$ cat config.mk
export PLATFORM = sky130hd
export DESIGN_NAME = asc_responder
export DESIGN_NICKNAME = d
export VERILOG_FILES = /design/src/asc_pkg.sv /design/src/asc_responder.sv /design/src/asc_uart.sv
export VERILOG_INCLUDE_DIRS = /design/src
export SDC_FILE = /design/constraint.sdc
export NUM_CORES = 1
export LEC_CHECK = 0
export ABC_AREA = 1
export BUFFER_PORTS_ARGS = -buffer_cell sky130_fd_sc_hd__buf_2
export CORE_UTILIZATION = 33
export CTS_CLUSTER_SIZE = 28
export DETAILED_ROUTE_END_ITERATION = 6
export PLACE_DENSITY = 0.52
export SLEW_MARGIN = 10
export SYNTH_ARGS = -nofsm -noshare
export SYNTH_HDL_FRONTEND = slang
export SYNTH_HIERARCHICAL = 1
export SYNTH_SLANG_ARGS = --single-unit
$ cat constraint.sdc
create_clock -name CORE_CLK -period 10.55 [get_ports CORE_CLK]
set_input_delay 2.11 -clock CORE_CLK [delete_from_list [all_inputs] [get_ports CORE_CLK]]
set_output_delay 2.11 -clock CORE_CLK [all_outputs]
set_load 0.03 [all_outputs]
$ cat src/asc_defines.svh
// constants for the ascii framed query responder
`ifndef ASC_DEFINES_SVH
`define ASC_DEFINES_SVH
`define ASC_CLK_HZ 200000000
`define ASC_BAUD_0 1200
`define ASC_BAUD_1 2400
`define ASC_BAUD_2 4800
`define ASC_BAUD_3 9600
`define ASC_BAUD_4 19200
`define ASC_BAUD_5 38400
`define ASC_BAUD_6 57600
`define ASC_BAUD_7 115200
`define ASC_DEF_BAUD 3'h3
`define ASC_DEF_ADDR 7'h0e
`define ASC_NB_BASE 4'h8
`define ASC_STX 8'h02
`define ASC_ETX 8'h03
`define ASC_CR 8'h0d
`define ASC_SP 8'h20
`define ASC_PLUS 8'h2b
`define ASC_MINUS 8'h2d
`define ASC_CH_0 8'h30
`define ASC_CH_9 8'h39
`define ASC_CH_UA 8'h41
`define ASC_CH_UF 8'h46
`define ASC_CH_LA 8'h61
`define ASC_CH_LF 8'h66
`define ASC_HEX_ADJ 4'h9
`define ASC_HEX_ALPHA 8'h37
`define ASC_KW_CTL0 8'h53
`define ASC_KW_CTL1 8'h54
`define ASC_KW_QRY0 8'h44
`define ASC_KW_QRY1 8'h41
`define ASC_KW_REP0 8'h4d
`define ASC_KW_REP1 8'h44
`define ASC_CMD_FILTER 8'h4e
`define ASC_MEAS_N 9
`define ASC_BODY_MAX 5
`define ASC_HDR_LAST 5'd4
`define ASC_REC_LAST 5'd29
`define ASC_TRL_LAST 5'd2
`define ASC_R_MDIG 5'd6
`define ASC_R_MEND 5'd9
`define ASC_R_SPECIAL_FUNCTION_FIELD 5'd20
`endif

$ cat src/asc_pkg.sv
// types shared by the ascii framed query responder
package asc_pkg;
  typedef enum logic [1:0] {ASC_PAR_NONE = 2'h0, ASC_PAR_ODD = 2'h1, ASC_PAR_EVEN = 2'h2} asc_par_e;
  typedef enum logic [2:0] {
    ASC_P_IDLE = 3'h0, ASC_P_KW1 = 3'h1, ASC_P_KW2 = 3'h2, ASC_P_BODY = 3'h3, ASC_P_CK1 = 3'h4, ASC_P_CK2 = 3'h5
  } asc_pst_e;
  typedef enum logic [2:0] {
    ASC_R_OFF = 3'h0, ASC_R_HDR = 3'h1, ASC_R_MEAS = 3'h2, ASC_R_TRL = 3'h3, ASC_R_DONE = 3'h4
  } asc_rph_e;
endpackage

$ cat src/asc_responder.sv
// ascii framed query responder: frame parser, control command and data reply
`timescale 1ns/1ps
`default_nettype none
`include "asc_defines.svh"
// ----------------------------------------
// Functional notes
// - seven/eight data, one/two stop, parity selectable
// - rate 1200 to 115200, 9600 after reset
// - address 0-127, three digits, zero/space padded
// - address 14 after reset
// - frame starts STX, ends ETX or CR
// - ETX adds two checksum chars, CR none
// - checksum XORs all chars incl STX, ETX
// - checksum sent as two hex chars
// - control only outside service, with zero/span option
// - letter N starts filter change
// - control: keyword, address, space, letter; address matches
// - malformed or foreign control silently ignored
// - query without address allows no space
// - reply only to well-formed matching query
// - reply: STX, keyword, count, measurement records
// - reply terminator mirrors the query's
// - record address increments from instrument address
// - value: signed mantissa, signed exponent
// - status: operating and error bytes in hex
// - special-function field is ten zeros
// - invalid measurement reported as zero
// - nine measurements in fixed order
// - operating status bit layout
// - error status bit layout
// ----------------------------------------
module asc_responder
#(
  parameter int CLK_HZ = `ASC_CLK_HZ,
  parameter int MEAS_N = `ASC_MEAS_N
)
(
  input wire logic CORE_CLK,
  input wire logic RESET_N,
  input wire logic RXD,
  output logic TXD,
  input wire logic CFG_LOAD,
  input wire logic [6:0] CFG_ADDR,
  input wire logic [2:0] CFG_BAUD,
  input wire logic CFG_EIGHT_BITS,
  input wire logic CFG_TWO_STOP,
  input wire asc_pkg::asc_par_e CFG_PARITY,
  input wire logic SERVICE_MODE,
  input wire logic LOCAL_MAINT,
  input wire logic PUMP_OFF,
  input wire logic HEATER_OFF,
  input wire logic FILTER_CHANGING,
  input wire logic ZS_OPTION,
  input wire logic ERR_FILTER_COUNT,
  input wire logic ERR_FILTER_CHANGE,
  input wire logic ERR_BETA_DET,
  input wire logic ERR_DET_BOARD,
  input wire logic ERR_MAINBOARD,
  input wire logic ERR_FLOW,
  input wire logic [MEAS_N-1:0] MEAS_VALID,
  input wire logic [MEAS_N-1:0] MEAS_MANT_NEG,
  input wire logic [16*MEAS_N-1:0] MEAS_MANT,
  input wire logic [MEAS_N-1:0] MEAS_EXP_NEG,
  input wire logic [8*MEAS_N-1:0] MEAS_EXP,
  output logic FILTER_CHANGE_START,
  output logic REPLY_ACTIVE,
  output logic [6:0] INSTR_ADDR
);
  import asc_pkg::*;

  logic [2:0] baud_q;
  logic eight_q;
  logic two_q;
  asc_par_e par_q;
  logic rx_valid;
  logic [7:0] rx_data;
  logic tx_ready;
  asc_pst_e pst_q;
  logic ctl_q;
  logic [7:0] body_q [`ASC_BODY_MAX];
  logic [2:0] len_q;
  logic ovf_q;
  logic [7:0] ck_q;
  logic [3:0] hi_q;
  logic [4:0] hx;
  logic fire_cr;
  logic fire;
  logic ck_bad;
  logic ctl_ok;
  logic qry_ok;
  asc_rph_e rph_q;
  logic [3:0] idx_q;
  logic [4:0] pos_q;
  logic [7:0] rck_q;
  logic rcr_q;
  logic [7:0] tx_data_q;
  logic tx_valid_q;
  logic [7:0] cur_ch;
  logic [7:0] ra;
  logic [15:0] mv;
  logic [7:0] ev;
  logic [7:0] op_st;
  logic [7:0] err_st;
  logic [39:0] hdr;
  logic [239:0] rec;
  logic [23:0] trl;
  logic [39:0] hdr_sh;
  logic [239:0] rec_sh;
  logic [23:0] trl_sh;

  // ----------------------------------------
  // character helpers
  // ----------------------------------------
  function automatic logic isdig(input logic [7:0] c);
    return (c >= `ASC_CH_0) && (c <= `ASC_CH_9);
  endfunction

  function automatic logic [9:0] dval(input logic [7:0] c);
    return isdig(c) ? {6'h0, c[3:0]} : 10'h0;
  endfunction

  function automatic logic [7:0] hexc(input logic [3:0] n);
    return (n < 4'ha) ? {4'h3, n} : (`ASC_HEX_ALPHA + {4'h0, n});
  endfunction

  function automatic logic [4:0] hexv(input logic [7:0] c);
    logic [4:0] r;
    r = 5'h0;
    if (isdig(c))
      r = {1'b1, c[3:0]};
    else if ((c >= `ASC_CH_UA && c <= `ASC_CH_UF) || (c >= `ASC_CH_LA && c <= `ASC_CH_LF))
      r = {1'b1, c[3:0] + `ASC_HEX_ADJ};
    return r;
  endfunction

  // leading spaces only, at least one digit, value equal to own address
  function automatic logic addr_ok(input logic [7:0] c2, input logic [7:0] c1, input logic [7:0] c0,
                                   input logic [6:0] a);
    logic ok;
    logic [9:0] v;
    ok = isdig(c0) && (isdig(c1) || (c1 == `ASC_SP && c2 == `ASC_SP)) && (isdig(c2) || c2 == `ASC_SP);
    v = dval(c2) * 10'd100 + dval(c1) * 10'd10 + dval(c0);
    return ok && (v == {3'h0, a});
  endfunction

  // ----------------------------------------
  // configuration
  // ----------------------------------------
  always_ff @(posedge CORE_CLK)
  begin
    if (!RESET_N)
    begin
      baud_q <= `ASC_DEF_BAUD;
      INSTR_ADDR <= `ASC_DEF_ADDR;
      eight_q <= 1'b1;
      two_q <= 1'b0;
      par_q <= ASC_PAR_NONE;
    end
    else if (CFG_LOAD)
    begin
      baud_q <= CFG_BAUD;
      INSTR_ADDR <= CFG_ADDR;
      eight_q <= CFG_EIGHT_BITS;
      two_q <= CFG_TWO_STOP;
      par_q <= CFG_PARITY;
    end
  end

  a_addr_reset: assert property (@(posedge CORE_CLK) !RESET_N |=> INSTR_ADDR == `ASC_DEF_ADDR)
    else $error("address not 14 after reset");

  asc_uart #(.CLK_HZ(CLK_HZ)) u_uart (
    .clk(CORE_CLK),
    .rst_n(RESET_N),
    .rxd(RXD),
    .baud_sel(baud_q),
    .eight(eight_q),
    .two_stop(two_q),
    .parity(par_q),
    .tx_data(tx_data_q),
    .tx_valid(tx_valid_q),
    .tx_ready(tx_ready),
    .txd(TXD),
    .rx_valid(rx_valid),
    .rx_data(rx_data)
  );

  // ----------------------------------------
  // frame parser
  // ----------------------------------------
  assign hx = hexv(rx_data);
  assign fire_cr = rx_valid && (pst_q == ASC_P_BODY) && (rx_data == `ASC_CR);
  // second hex char closes an ETX frame
  assign ck_bad = rx_valid && (pst_q == ASC_P_CK2) && !(hx[4] && ({hi_q, hx[3:0]} == ck_q));
  assign fire = fire_cr || (rx_valid && (pst_q == ASC_P_CK2) && !ck_bad);

  always_ff @(posedge CORE_CLK)
  begin
    if (!RESET_N)
    begin
      pst_q <= ASC_P_IDLE;
      ctl_q <= 1'b0;
      len_q <= '0;
      ovf_q <= 1'b0;
      ck_q <= '0;
      hi_q <= '0;
    end
    else if (rx_valid)
    begin
      // a start character restarts collection anywhere
      if (rx_data == `ASC_STX)
      begin
        pst_q <= ASC_P_KW1;
        ck_q <= `ASC_STX;
        len_q <= '0;
        ovf_q <= 1'b0;
      end
      else
      begin
        case (pst_q)
          ASC_P_KW1:
          begin
            ck_q <= ck_q ^ rx_data;
            ctl_q <= (rx_data == `ASC_KW_CTL0);
            pst_q <= (rx_data == `ASC_KW_CTL0 || rx_data == `ASC_KW_QRY0) ? ASC_P_KW2 : ASC_P_IDLE;
          end
          ASC_P_KW2:
          begin
            ck_q <= ck_q ^ rx_data;
            pst_q <= (rx_data == (ctl_q ? `ASC_KW_CTL1 : `ASC_KW_QRY1)) ? ASC_P_BODY : ASC_P_IDLE;
          end
          ASC_P_BODY:
          begin
            ck_q <= ck_q ^ rx_data;
            if (rx_data == `ASC_CR)
              pst_q <= ASC_P_IDLE;
            else if (rx_data == `ASC_ETX)
              pst_q <= ASC_P_CK1;
            else if (len_q == 3'(`ASC_BODY_MAX))
              ovf_q <= 1'b1;
            else
            begin
              body_q[len_q] <= rx_data;
              len_q <= len_q + 1'b1;
            end
          end
          ASC_P_CK1:
          begin
            hi_q <= hx[3:0];
            pst_q <= hx[4] ? ASC_P_CK2 : ASC_P_IDLE;
          end
          default:
            pst_q <= ASC_P_IDLE;
        endcase
      end
    end
  end

  // ----------------------------------------
  // body decode
  // ----------------------------------------
  always_comb
  begin
    ctl_ok = 1'b0;
    qry_ok = 1'b0;
    // control forms with and without address and space
    case (len_q)
      3'h1: ctl_ok = (body_q[0] == `ASC_CMD_FILTER);
      3'h2: ctl_ok = (body_q[0] == `ASC_SP) && (body_q[1] == `ASC_CMD_FILTER);
      3'h4: ctl_ok = addr_ok(body_q[0], body_q[1], body_q[2], INSTR_ADDR) && (body_q[3] == `ASC_CMD_FILTER);
      3'h5: ctl_ok = addr_ok(body_q[0], body_q[1], body_q[2], INSTR_ADDR) && (body_q[3] == `ASC_SP)
                     && (body_q[4] == `ASC_CMD_FILTER);
      default: ctl_ok = 1'b0;
    endcase
    // a lone space without address is not a query form
    case (len_q)
      3'h0: qry_ok = 1'b1;
      3'h3: qry_ok = addr_ok(body_q[0], body_q[1], body_q[2], INSTR_ADDR);
      3'h4: qry_ok = ((body_q[0] == `ASC_SP) && addr_ok(body_q[1], body_q[2], body_q[3], INSTR_ADDR))
                     || (addr_ok(body_q[0], body_q[1], body_q[2], INSTR_ADDR) && (body_q[3] == `ASC_SP));
      default: qry_ok = 1'b0;
    endcase
    ctl_ok = ctl_ok && !ovf_q;
    qry_ok = qry_ok && !ovf_q;
  end

  // ----------------------------------------
  // control command
  // ----------------------------------------
  always_ff @(posedge CORE_CLK)
  begin
    if (!RESET_N)
      FILTER_CHANGE_START <= 1'b0;
    else
      // gated filter change, everything else dropped
      FILTER_CHANGE_START <= fire && ctl_q && ctl_ok && !SERVICE_MODE && ZS_OPTION;
  end

  a_fc_gate: assert property (@(posedge CORE_CLK) disable iff (!RESET_N)
    FILTER_CHANGE_START |-> $past(!SERVICE_MODE && ZS_OPTION && fire && ctl_q))
    else $error("filter change outside allowed mode");
  a_fc_cmd: assert property (@(posedge CORE_CLK) disable iff (!RESET_N)
    (fire && ctl_q && ctl_ok && !SERVICE_MODE && ZS_OPTION) |=> FILTER_CHANGE_START)
    else $error("valid filter command not executed");
  a_ctl_ignore: assert property (@(posedge CORE_CLK) disable iff (!RESET_N)
    (fire && ctl_q && !ctl_ok) |=> !FILTER_CHANGE_START)
    else $error("malformed control command executed");

  // ----------------------------------------
  // reply characters
  // ----------------------------------------
  // status layouts
  assign op_st = {3'h0, FILTER_CHANGING, HEATER_OFF, PUMP_OFF, LOCAL_MAINT, SERVICE_MODE};
  assign err_st = {1'b0, ERR_FLOW, ERR_MAINBOARD, ERR_DET_BOARD, 1'b0, ERR_BETA_DET, ERR_FILTER_CHANGE,
                   ERR_FILTER_COUNT};
  // record address counts up from own address
  assign ra = {1'b0, INSTR_ADDR} + {4'h0, idx_q};
  assign mv = MEAS_VALID[idx_q] ? MEAS_MANT[16*idx_q +: 16] : 16'h0;
  assign ev = MEAS_VALID[idx_q] ? MEAS_EXP[8*idx_q +: 8] : 8'h0;
  assign hdr = {`ASC_STX, `ASC_KW_REP0, `ASC_KW_REP1, 4'h3, 4'(MEAS_N / 10), 4'h3, 4'(MEAS_N % 10)};
  // one record per measurement in input order
  assign rec = {`ASC_SP, 4'h3, 4'(ra / 8'd100), 4'h3, 4'((ra / 8'd10) % 8'd10), 4'h3, 4'(ra % 8'd10),
                `ASC_SP, (MEAS_VALID[idx_q] && MEAS_MANT_NEG[idx_q]) ? `ASC_MINUS : `ASC_PLUS,
                4'h3, mv[15:12], 4'h3, mv[11:8], 4'h3, mv[7:4], 4'h3, mv[3:0],
                (MEAS_VALID[idx_q] && MEAS_EXP_NEG[idx_q]) ? `ASC_MINUS : `ASC_PLUS,
                4'h3, ev[7:4], 4'h3, ev[3:0], `ASC_SP, hexc(op_st[7:4]), hexc(op_st[3:0]), `ASC_SP,
                hexc(err_st[7:4]), hexc(err_st[3:0]), `ASC_SP, {10{`ASC_CH_0}}};
  assign trl = {rcr_q ? `ASC_CR : `ASC_ETX, hexc(rck_q[7:4]), hexc(rck_q[3:0])};
  assign hdr_sh = hdr << {pos_q, 3'b000};
  assign rec_sh = rec << {pos_q, 3'b000};
  assign trl_sh = trl << {pos_q, 3'b000};
  always_comb
  begin
    case (rph_q)
      ASC_R_HDR: cur_ch = hdr_sh[39:32];
      ASC_R_MEAS: cur_ch = rec_sh[239:232];
      ASC_R_TRL: cur_ch = trl_sh[23:16];
      default: cur_ch = `ASC_SP;
    endcase
  end

  // ----------------------------------------
  // reply sequencer
  // ----------------------------------------
  // measurements are sampled as each character goes out, not frozen at the query
  always_ff @(posedge CORE_CLK)
  begin
    if (!RESET_N)
    begin
      rph_q <= ASC_R_OFF;
      REPLY_ACTIVE <= 1'b0;
      idx_q <= '0;
      pos_q <= '0;
      rck_q <= '0;
      rcr_q <= 1'b0;
      tx_data_q <= '0;
      tx_valid_q <= 1'b0;
    end
    else
    begin
      tx_valid_q <= 1'b0;
      case (rph_q)
        ASC_R_OFF:
          // only a clean query starts a reply; one arriving mid-reply is dropped
          if (fire && !ctl_q && qry_ok)
          begin
            rph_q <= ASC_R_HDR;
            REPLY_ACTIVE <= 1'b1;
            idx_q <= '0;
            pos_q <= '0;
            rck_q <= '0;
            rcr_q <= fire_cr;
          end
        ASC_R_HDR, ASC_R_MEAS, ASC_R_TRL:
          if (tx_ready && !tx_valid_q)
          begin
            tx_data_q <= cur_ch;
            tx_valid_q <= 1'b1;
            // reply checksum covers STX through ETX
            if (rph_q != ASC_R_TRL || pos_q == '0)
              rck_q <= rck_q ^ cur_ch;
            pos_q <= pos_q + 1'b1;
            if (rph_q == ASC_R_HDR && pos_q == `ASC_HDR_LAST)
            begin
              rph_q <= ASC_R_MEAS;
              pos_q <= '0;
            end
            if (rph_q == ASC_R_MEAS && pos_q == `ASC_REC_LAST)
            begin
              pos_q <= '0;
              idx_q <= idx_q + 1'b1;
              if (idx_q == 4'(MEAS_N - 1))
                rph_q <= ASC_R_TRL;
            end
            if (rph_q == ASC_R_TRL && (pos_q == `ASC_TRL_LAST || rcr_q))
              rph_q <= ASC_R_DONE;
          end
        ASC_R_DONE:
          // wait for the last character to leave the line
          if (tx_ready && !tx_valid_q)
          begin
            rph_q <= ASC_R_OFF;
            REPLY_ACTIVE <= 1'b0;
          end
        default:
          rph_q <= ASC_R_OFF;
      endcase
    end
  end

  a_reply_go: assert property (@(posedge CORE_CLK) disable iff (!RESET_N)
    (fire && !ctl_q && qry_ok && rph_q == ASC_R_OFF) |=> REPLY_ACTIVE ##[1:2] (tx_valid_q && tx_data_q == `ASC_STX))
    else $error("valid query not answered with start char");
  a_ck_drop: assert property (@(posedge CORE_CLK) disable iff (!RESET_N)
    (ck_bad && !REPLY_ACTIVE) |=> !REPLY_ACTIVE)
    else $error("reply to frame with bad checksum");
  a_special_function_field_zero: assert property (@(posedge CORE_CLK) disable iff (!RESET_N)
    (rph_q == ASC_R_MEAS && pos_q >= `ASC_R_SPECIAL_FUNCTION_FIELD) |-> cur_ch == `ASC_CH_0)
    else $error("special-function field not zero");
  a_bad_meas: assert property (@(posedge CORE_CLK) disable iff (!RESET_N)
    (rph_q == ASC_R_MEAS && pos_q >= `ASC_R_MDIG && pos_q <= `ASC_R_MEND && !MEAS_VALID[idx_q])
    |-> cur_ch == `ASC_CH_0)
    else $error("invalid measurement not zero");
  a_term_same: assert property (@(posedge CORE_CLK) disable iff (!RESET_N)
    (rph_q == ASC_R_TRL && pos_q == '0) |-> cur_ch == (rcr_q ? `ASC_CR : `ASC_ETX))
    else $error("reply terminator differs from query");
endmodule // asc_responder
`default_nettype wire

$ cat src/asc_uart.sv
// asynchronous serial transceiver with selectable rate and character format
`timescale 1ns/1ps
`default_nettype none
`include "asc_defines.svh"
module asc_uart
#(
  parameter int CLK_HZ = `ASC_CLK_HZ,
  parameter int CW = 18
)
(
  input wire logic clk,
  input wire logic rst_n,
  input wire logic rxd,
  input wire logic [2:0] baud_sel,
  input wire logic eight,
  input wire logic two_stop,
  input wire asc_pkg::asc_par_e parity,
  input wire logic [7:0] tx_data,
  input wire logic tx_valid,
  output logic tx_ready,
  output logic txd,
  output logic rx_valid,
  output logic [7:0] rx_data
);
  import asc_pkg::*;
  logic [CW-1:0] div;
  logic par_en;
  logic [3:0] nb;
  logic rx_busy_q;
  logic [CW-1:0] rx_cnt_q;
  logic [3:0] rx_idx_q;
  logic [10:0] rx_sh_q;
  logic [7:0] rx_dat;
  logic rx_pbit;
  logic rx_perr;
  logic tx_busy_q;
  logic [CW-1:0] tx_cnt_q;
  logic [3:0] tx_left_q;
  logic [10:0] tx_sh_q;
  logic [10:0] pl;
  logic [7:0] tx_msk;

  // ----------------------------------------
  // rate and format
  // ----------------------------------------
  always_comb
  begin
    case (baud_sel)
      3'h0: div = CW'(CLK_HZ / `ASC_BAUD_0);
      3'h1: div = CW'(CLK_HZ / `ASC_BAUD_1);
      3'h2: div = CW'(CLK_HZ / `ASC_BAUD_2);
      3'h3: div = CW'(CLK_HZ / `ASC_BAUD_3);
      3'h4: div = CW'(CLK_HZ / `ASC_BAUD_4);
      3'h5: div = CW'(CLK_HZ / `ASC_BAUD_5);
      3'h6: div = CW'(CLK_HZ / `ASC_BAUD_6);
      default: div = CW'(CLK_HZ / `ASC_BAUD_7);
    endcase
  end
  assign par_en = (parity != ASC_PAR_NONE);
  // data bits, parity bit and first stop bit after the start bit
  assign nb = `ASC_NB_BASE + {3'h0, eight} + {3'h0, par_en};

  // ----------------------------------------
  // receiver
  // ----------------------------------------
  assign rx_dat = eight ? rx_sh_q[7:0] : {1'b0, rx_sh_q[6:0]};
  assign rx_pbit = eight ? rx_sh_q[8] : rx_sh_q[7];
  assign rx_perr = par_en && ((^rx_dat ^ rx_pbit) != (parity == ASC_PAR_ODD));
  always_ff @(posedge clk)
  begin
    if (!rst_n)
    begin
      rx_busy_q <= 1'b0;
      rx_cnt_q <= '0;
      rx_idx_q <= '0;
      rx_sh_q <= '0;
      rx_valid <= 1'b0;
      rx_data <= '0;
    end
    else
    begin
      rx_valid <= 1'b0;
      if (!rx_busy_q)
      begin
        if (!rxd)
        begin
          rx_busy_q <= 1'b1;
          rx_cnt_q <= div >> 1;
          rx_idx_q <= '0;
        end
      end
      else if (rx_cnt_q != '0)
        rx_cnt_q <= rx_cnt_q - 1'b1;
      else
      begin
        rx_cnt_q <= div - 1'b1;
        rx_idx_q <= rx_idx_q + 1'b1;
        // a start bit that is high again at mid-bit was a glitch
        if (rx_idx_q == '0)
          rx_busy_q <= !rxd;
        else if (rx_idx_q == nb)
        begin
          rx_busy_q <= 1'b0;
          // bad stop or parity: the character is dropped
          rx_valid <= rxd && !rx_perr;
          rx_data <= rx_dat;
        end
        else
          rx_sh_q[rx_idx_q - 1'b1] <= rxd;
      end
    end
  end

  // ----------------------------------------
  // transmitter
  // ----------------------------------------
  assign tx_ready = !tx_busy_q;
  assign tx_msk = eight ? tx_data : {1'b0, tx_data[6:0]};
  always_comb
  begin
    pl = '1;
    pl[6:0] = tx_data[6:0];
    if (eight)
      pl[7] = tx_data[7];
    if (par_en && eight)
      pl[8] = ^tx_msk ^ (parity == ASC_PAR_ODD);
    if (par_en && !eight)
      pl[7] = ^tx_msk ^ (parity == ASC_PAR_ODD);
  end
  always_ff @(posedge clk)
  begin
    if (!rst_n)
    begin
      tx_busy_q <= 1'b0;
      tx_cnt_q <= '0;
      tx_left_q <= '0;
      tx_sh_q <= '1;
      txd <= 1'b1;
    end
    else if (!tx_busy_q)
    begin
      if (tx_valid)
      begin
        tx_busy_q <= 1'b1;
        txd <= 1'b0;
        tx_sh_q <= pl;
        tx_left_q <= nb + {3'h0, two_stop};
        tx_cnt_q <= div - 1'b1;
      end
    end
    else if (tx_cnt_q != '0)
      tx_cnt_q <= tx_cnt_q - 1'b1;
    else if (tx_left_q == '0)
      tx_busy_q <= 1'b0;
    else
    begin
      txd <= tx_sh_q[0];
      tx_sh_q <= {1'b1, tx_sh_q[10:1]};
      tx_left_q <= tx_left_q - 1'b1;
      tx_cnt_q <= div - 1'b1;
    end
  end
endmodule // asc_uart
`default_nettype wire

==> metrics.md, run 1 <==
| Metric | Value |
|---|---|
| Setup crit end | `idx_q[3]$_SDFFE_PN0P_` |
| Netlist cell types | `63` |
| CP endpoint kind | `flop` |
| Worst min-delay path category | `reg2reg` |
| Net Sw Frac | `47.2%` |
| Hold path depth | `1` |
| Hold slack final | `0.438 ns` |
| Setup WS pre-CTS | `5.04 ns` |
| Logic pwr share | `49.6%` |
| Status | `finished clean` |
| Clock Latency Late Sink | `0.46 ns` |
| Total GRT Usage | `22.1%` |
| Critical path class | `reg2reg` |
| Post-DP HPWL | `39800 µm` |
| Sw Pwr | `1.42 mW` |
| Cell Rows | `77` |
| Initial antenna violation count | `2` |
| Slowest stage cell on the critical path | `fa_1` |
| Vias | `16200` |
| Overall Power | `3.02 mW` |
| Critical Path Max Stage Delay | `0.47 ns` |
| Worst Tran Pin Value | `1.14 ns` |
| Setup ws final | `5.01 ns` |
| Total wire length | `51900 µm` |
| Post-Synthesis Cells | `2259` |
| Cts repair resizes | `0` |
| Post-synth ARST share | `0%` |
| WP data required | `10.89 ns` |
| Max Fclk | `180 MHz` |
| Clock sinks | `178` |
| Syn_area_per_cell | `6.59 µm²` |
| Tcrit/Tclk final | `52.6%` |
| Post-synth EDFFs | `40` |
| Initial Util | `33.5%` |
| Post-CTS setup buffer count | `0` |
| Critical path fanouts, max | `7` |
| Post-route ant nets | `0` |
| Most common cell on crit path | `nand2_1` |
| First-pass GRT wire length | `81900 µm` |
| Vias/cell | `5.24` |
| Post-layout min period | `5.54 ns` |
| I/O pin count | `283` |
| Worst ir drop on vdd | `0.125 mV` |
| Pwr/cell area | `174 mW/mm²` |
| Flop-to-flop setup slack | `5.01 ns` |
| CP startpoint kind | `flop` |
| Fraction of layout cells with a size suffix above 1 | `16.1%` |
| H-tree Lvls | `4` |
| Leakage | `7.91 nW` |
| Area Overhead vs Synth | `16.5%` |
| Clock Power Share | `21.0%` |
| Arr. time, crit path | `5.89 ns` |
| GR Overflow Total | `0` |
| Unrepaired setup endpoints after global routing | `no` |
| Total CTS buffers | `17` |
| Initial drt markers | `1048` |
| Largest net degree at the start of global routing | `93` |
| Die ar. | `0.0460 mm²` |
| Fin. max-slew vios | `0` |
| Vias in the first global route | `15400` |
| CTS hold repair buffers | `0` |
| Reg clk slew, reported paths | `0.07 ns` |
| CTS tree | `built` |
| Clock root cell | `clkbuf_16` |
| Nets | `2853` |
| Clock Tree Buf Depth | `2` |
| Port buffer count | `282` |
| Worst r2r src | `body_q[1][7]$_DFFE_PP_` |
| Ys Warns | `6` |
| Fin Setup TNS | `0 ns` |
| Avg WL per Cell | `16.8 µm` |
| Final Setup Violations | `0` |
| Cell internal pwr | `1.59 mW` |
| Die width | `214 µm` |
| Clk_skew | `0.0223 ns` |
| Sequential share of power | `29.3%` |
| Syn Std Cell Area | `0.0149 mm²` |
| Die Span Y | `214 µm` |
| Dpl cell area | `0.0168 mm²` |
| Initial DRT Pass Iterations | `6` |
| R2R depth | `29` |
| Post-route cell area | `0.0173 mm²` |
| Max Cap Viol | `0` |
| R2r endpoint | `idx_q[3]$_SDFFE_PN0P_` |
| Beginning of the critical path | `body_q[1][7]$_DFFE_PP_` |
| Hold Vio Cnt, Final | `0` |
| Core Region | `0.0444 mm²` |
| Seq/Total Area, Yosys | `26.6%` |
| Rel. slew slack | `23.2%` |
| RePlAce Congestion | `0.946` |
| Yosys reg bits | `178` |
| Post-route DRC | `0` |
| Synth Flop Type | `dfxtp_1` |
power groups by stage:
stage	logic (mW)	registers (mW)	clock network, mW
after floorplan	1.14	0.844	0
after global routing	1.69	0.899	0.680
after CTS	1.49	0.884	0.656
after global placement	1.47	0.898	0
final	1.50	0.886	0.635
after detailed placement	1.49	0.899	0
area by class of cell:
cell class | instances | area, µm²
inverter | 279 | 1050
clock buffer | 18 | 439
tap | 592 | 741
clock inverter | 14 | 140
fill | 4715 | 27100
antenna | 1 | 2.50
multi-input combinational | 1714 | 9530
timing repair buffer | 291 | 1480
sequential | 178 | 3970
synth_stat cells, drive strengths merged (2+ instances only):
| cell type | count | area [µm²] |
|---|---|---|
| nand2 | 454 | 1830 |
| nor2 | 314 | 1240 |
| inv | 272 | 1020 |
| o21ai | 242 | 1210 |
| nand3 | 152 | 821 |
| dfxtp | 138 | 2760 |
| a21oi | 130 | 654 |
| ha | 87 | 1090 |
| clkbuf | 76 | 285 |
| o221ai | 44 | 385 |
| edfxtp | 40 | 1200 |
| nor3 | 36 | 185 |
| o211ai | 33 | 248 |
| xnor2 | 33 | 289 |
| xor2 | 32 | 280 |
| nand4 | 19 | 119 |
| a31oi | 17 | 106 |
| o22ai | 16 | 100 |
| nor4 | 15 | 93.8 |
| buf | 14 | 76.3 |
| a32o | 13 | 130 |
| a211oi | 12 | 90.1 |
| fa | 12 | 240 |
| a22oi | 10 | 75.1 |
| clkinv | 7 | 27.5 |
| nand3b | 5 | 37.5 |
| and2 | 4 | 25.0 |
| o2111ai | 4 | 35.0 |
| a221oi | 3 | 26.3 |
| a311oi | 2 | 17.5 |
| and3 | 2 | 12.5 |
| nor3b | 2 | 15.0 |
| o21a | 2 | 15.0 |
| o21bai | 2 | 15.0 |
| o311ai | 2 | 17.5 |
| o31ai | 2 | 15.0 |
placed cells by master (no fill, tap or decap), types with 21 or more instances in the layout:
| master | count |
|---|---|
| buf_2 | 282 |
| o21ai_0 | 209 |
| inv_1 | 251 |
| ha_1 | 87 |
| a21oi_1 | 129 |
| inv_2 | 21 |
| nor2_1 | 303 |
| o21ai_1 | 32 |
| edfxtp_1 | 40 |
| xor2_1 | 32 |
| nand3_1 | 143 |
| o221ai_1 | 44 |
| xnor2_1 | 33 |
| nand2_1 | 425 |
| nor3_1 | 35 |
| dfxtp_1 | 135 |
| o211ai_1 | 33 |
critical path: cells and delay by family (launching register included):
kind | cells | cell delay [ns]
flip-flops | 1 | 0.39
adder cells (fa/ha/maj) | 5 | 1.67
buffers and inverters | 2 | 0.19
AO/OA/AOI/OAI | 4 | 0.60
AND/OR/NAND/NOR | 18 | 2.59
cells by family after synthesis:
group                    share of synthesized area (%)
AO/OA/AOI/OAI                                     21.6
adder cells (fa/ha/maj)                           8.92
flip-flops                                        26.6
other                                           0.0252
AND/OR/NAND/NOR                                   29.6
buffers and inverters                             9.47
XOR/XNOR                                          3.82
sequential cells by signal, indices dropped and copies added, names as in the netlist, 2 cells and up:
name / flops
body_q: 40
u_uart/rx_cnt_q: 18
u_uart/tx_cnt_q: 18
u_uart/rx_sh_q: 9
u_uart/tx_sh_q: 9
ck_q: 8
u_uart/rx_data: 8
INSTR_ADDR: 7
rck_q: 7
tx_data_q: 7
pos_q: 5
hi_q: 4
idx_q: 4
u_uart/rx_idx_q: 4
u_uart/tx_left_q: 4
baud_q: 3
len_q: 3
pst_q: 3
rph_q: 3
par_q: 2
how the worst min path moves through the flow:
stage / from / to
2_1_floorplan: ck_q[7]$_SDFFE_PN0P_ / ck_q[7]$_SDFFE_PN0P_
3_3_place_gp: ck_q[4]$_SDFFE_PN0P_ / ck_q[4]$_SDFFE_PN0P_
3_5_place_dp: ck_q[3]$_SDFFE_PN0P_ / ck_q[3]$_SDFFE_PN0P_
4_1_cts: ck_q[3]$_SDFFE_PN0P_ / ck_q[3]$_SDFFE_PN0P_
5_1_grt: ck_q[3]$_SDFFE_PN0P_ / ck_q[3]$_SDFFE_PN0P_
6_report: ck_q[4]$_SDFFE_PN0P_ / ck_q[4]$_SDFFE_PN0P_
stage by stage:
stage          utilization (%)  std cells
6_report                  39.1       3087
4_1_cts                   39.1       3086
5_1_grt                   39.1       3087
3_5_place_dp              37.7       3054
3_3_place_gp              37.7       3054
2_1_floorplan                -       2261
per-layer routing:
layer	track usage, %	vias up	routed length [µm]
met5	0	-	13
li1	-	8074	-
met1	28.0	7515	23100
met4	7.71	2	1270
met2	38.2	512	25100
met3	2.88	74	2380
No activity file was read; power rests on OpenSTA's default activity.
==> inputs of run 2 (changes only) <==
PLACE_DENSITY = 0.54   (was 0.52)
clock period = 4.5 ns   (was 10.55 ns; I/O delays follow)
==> metrics.md, run 2 (same netlist as run 1, synthesis figures left out) <==
| Metric | Value |
|---|---|
| Max reg flops | `40` |
| Hold Vio Cnt, Final | `0` |
| Hold slack final | `0.433 ns` |
| Die width | `214 µm` |
| CP startpoint kind | `flop` |
| Clock Latency Late Sink | `0.45 ns` |
| Area Overhead vs Synth | `24.1%` |
| RePlAce Congestion | `0.925` |
| Vias/cell | `5.22` |
| Final Setup Violations | `17` |
| WP data required | `4.81 ns` |
| Total CTS buffers | `17` |
| Reg clk slew, reported paths | `0.07 ns` |
| Unrepaired setup endpoints after global routing | `yes` |
| Post-layout min period | `4.60 ns` |
| Most common cell after layout, fill and taps aside | `nand2_1` |
| Vias in the first global route | `16200` |
| CTS hold repair buffers | `0` |
| Avg WL per Cell | `16.9 µm` |
| Failing checks | `setup timing` |
| Clock sinks | `178` |
| Worst min-delay path category | `reg2reg` |
| Vias | `16600` |
| Core Region | `0.0444 mm²` |
| Largest net degree at the start of global routing | `70` |
| Most frequent cells in the layout | `nand2_1 (415), nor2_1 (288), buf_2 (282)` |
| Initial DRT Pass Iterations | `5` |
| Initial antenna violation count | `1` |
| Largest regs | `body_q: 40 flops, u_uart/rx_cnt_q: 18 flops, u_uart/tx_cnt_q: 18 flops` |
| Die Span Y | `214 µm` |
| Port buffer count | `282` |
| Pwr/cell area | `395 mW/mm²` |
| First-pass GRT wire length | `85700 µm` |
| Leakage | `8.35 nW` |
| Max Fclk | `217 MHz` |
| Max Cap Viol | `0` |
| Post-DP HPWL | `41400 µm` |
| Cell Rows | `77` |
| Logic pwr share | `51.9%` |
| Tcrit/Tclk final | `102%` |
| Fraction of layout cells with a size suffix above 1 | `22.0%` |
| Most flops, register | `body_q` |
| Sequential share of power | `27.8%` |
| Critical path class | `reg2reg` |
| CP endpoint kind | `flop` |
| Status | `complete, but fails checks` |
| Nets | `2941` |
| Fin Setup TNS | `-1.09 ns` |
| Worst ir drop on vdd | `0.316 mV` |
| GR Overflow Total | `0` |
| Clock root cell | `clkbuf_16` |
| Critical path fanouts, max | `5` |
| Clock Tree Buf Depth | `2` |
| Fin. max-slew vios | `0` |
| Cell internal pwr | `3.87 mW` |
| Initial Util | `33.5%` |
| H-tree Lvls | `4` |
| Setup WS pre-CTS | `-0.425 ns` |
| Total wire length | `53800 µm` |
| Clk_skew | `0.0166 ns` |
| Arr. time, crit path | `4.92 ns` |
| Post-route ant nets | `0` |
| Die ar. | `0.0460 mm²` |
| Overall Power | `7.30 mW` |
| Total GRT Usage | `23.1%` |
| Initial drt markers | `1227` |
| Net Sw Frac | `47.1%` |
| I/O pin count | `283` |
| Worst Tran Pin Value | `0.903 ns` |
| Post-route DRC | `0` |
| CTS tree | `built` |
| Clock Power Share | `20.4%` |
| Sw Pwr | `3.44 mW` |
| Rel. slew slack | `39.7%` |
| Setup ws final | `-0.105 ns` |
==> run 2: changes by cell type in the layout (fill, tap and decap cells not counted), moves of 8 or more <==
cell	before	now
nor2_1	303	288
buf_6	0	8
a21oi_1	129	120
nor2_4	4	13
nand2_1	425	415
a21oi_2	1	9
buf_4	9	89
nand2_2	18	27
ha_1	87	76
==> run 2: power by group through the flow <==
stage	clock, mW	combinational [mW]	sequential [mW]
2_1_floorplan	0	2.68	1.98
3_3_place_gp	0	3.56	2.06
3_5_place_dp	0	3.59	2.06
4_1_cts	1.54	3.71	2.02
5_1_grt	1.58	4.25	2.06
6_report	1.49	3.79	2.03
==> run 2: through the flow <==
stage          util (%)  std cells  cell area, µm²
2_1_floorplan         -       2261           14900
3_3_place_gp       39.1       3129           17300
3_5_place_dp       39.1       3129           17300
4_1_cts            40.9       3169           18200
5_1_grt            41.6       3175           18500
6_report           41.6       3175           18500
==> run 2: critical path, cell delays in order, from the launching register on <==
cell and delay, ns:
edfxtp_1 0.40, nor2_2 0.14, and3_4 0.19, o21ai_4 0.10, buf_6 0.14, nor2_4 0.08
ha_2 0.28, fa_2 0.56, fa_1 0.43, xor2_1 0.15, nor2_1 0.13, nand3_2 0.09
nor3_2 0.14, nand4_1 0.13, a211oi_2 0.22, and2_4 0.20, nand3_4 0.06, nand2_2 0.07
nand2_1 0.05, nand2_2 0.09, nand4_1 0.17, nand2_2 0.17, inv_4 0.06, buf_4 0.13
o21ai_2 0.12, buf_6 0.13, a211oi_2 0.03
==> run 2: final timing paths <==
path	from	endpoint	slack, ns	cells after the start
setup / recovery	body_q[1][7]$_DFFE_PP_	pos_q[1]$_SDFFE_PN0P_	-0.10	26
hold / removal	ck_q[7]$_SDFFE_PN0P_	ck_q[7]$_SDFFE_PN0P_	0.43	1
setup reg to reg	body_q[1][7]$_DFFE_PP_	pos_q[1]$_SDFFE_PN0P_	-0.10	26
hold reg to reg	ck_q[7]$_SDFFE_PN0P_	ck_q[7]$_SDFFE_PN0P_	0.43	1
==> run 2: final cells by class <==
cell class | instances | area, µm²
fillers | 4741 | 25900
multi-input cells | 1714 | 9970
flip-flops and latches | 178 | 3970
repair buffers | 379 | 2170
inverters | 279 | 1050
well taps | 592 | 741
clock buffers | 18 | 450
clock inverters | 14 | 119
diodes | 1 | 2.50
==> run 2: metal layers <==
metal  vias up  wire, µm  track usage, %
met4         0      1310            7.05
met5         -         0               0
met1      7757     23800            29.8
met3        74      2900            3.52
li1       8251         -               -
met2       483     25800            39.5
==> run 2: timing repair <==
action / 4_1_cts / 5_1_grt
resized for setup: 48 / 59
pin swaps: 17 / 37
buffers inserted: 9 / 5
setup endpoints to repair: 21 / 22
endpoints found under the hold margin: 0 / 0
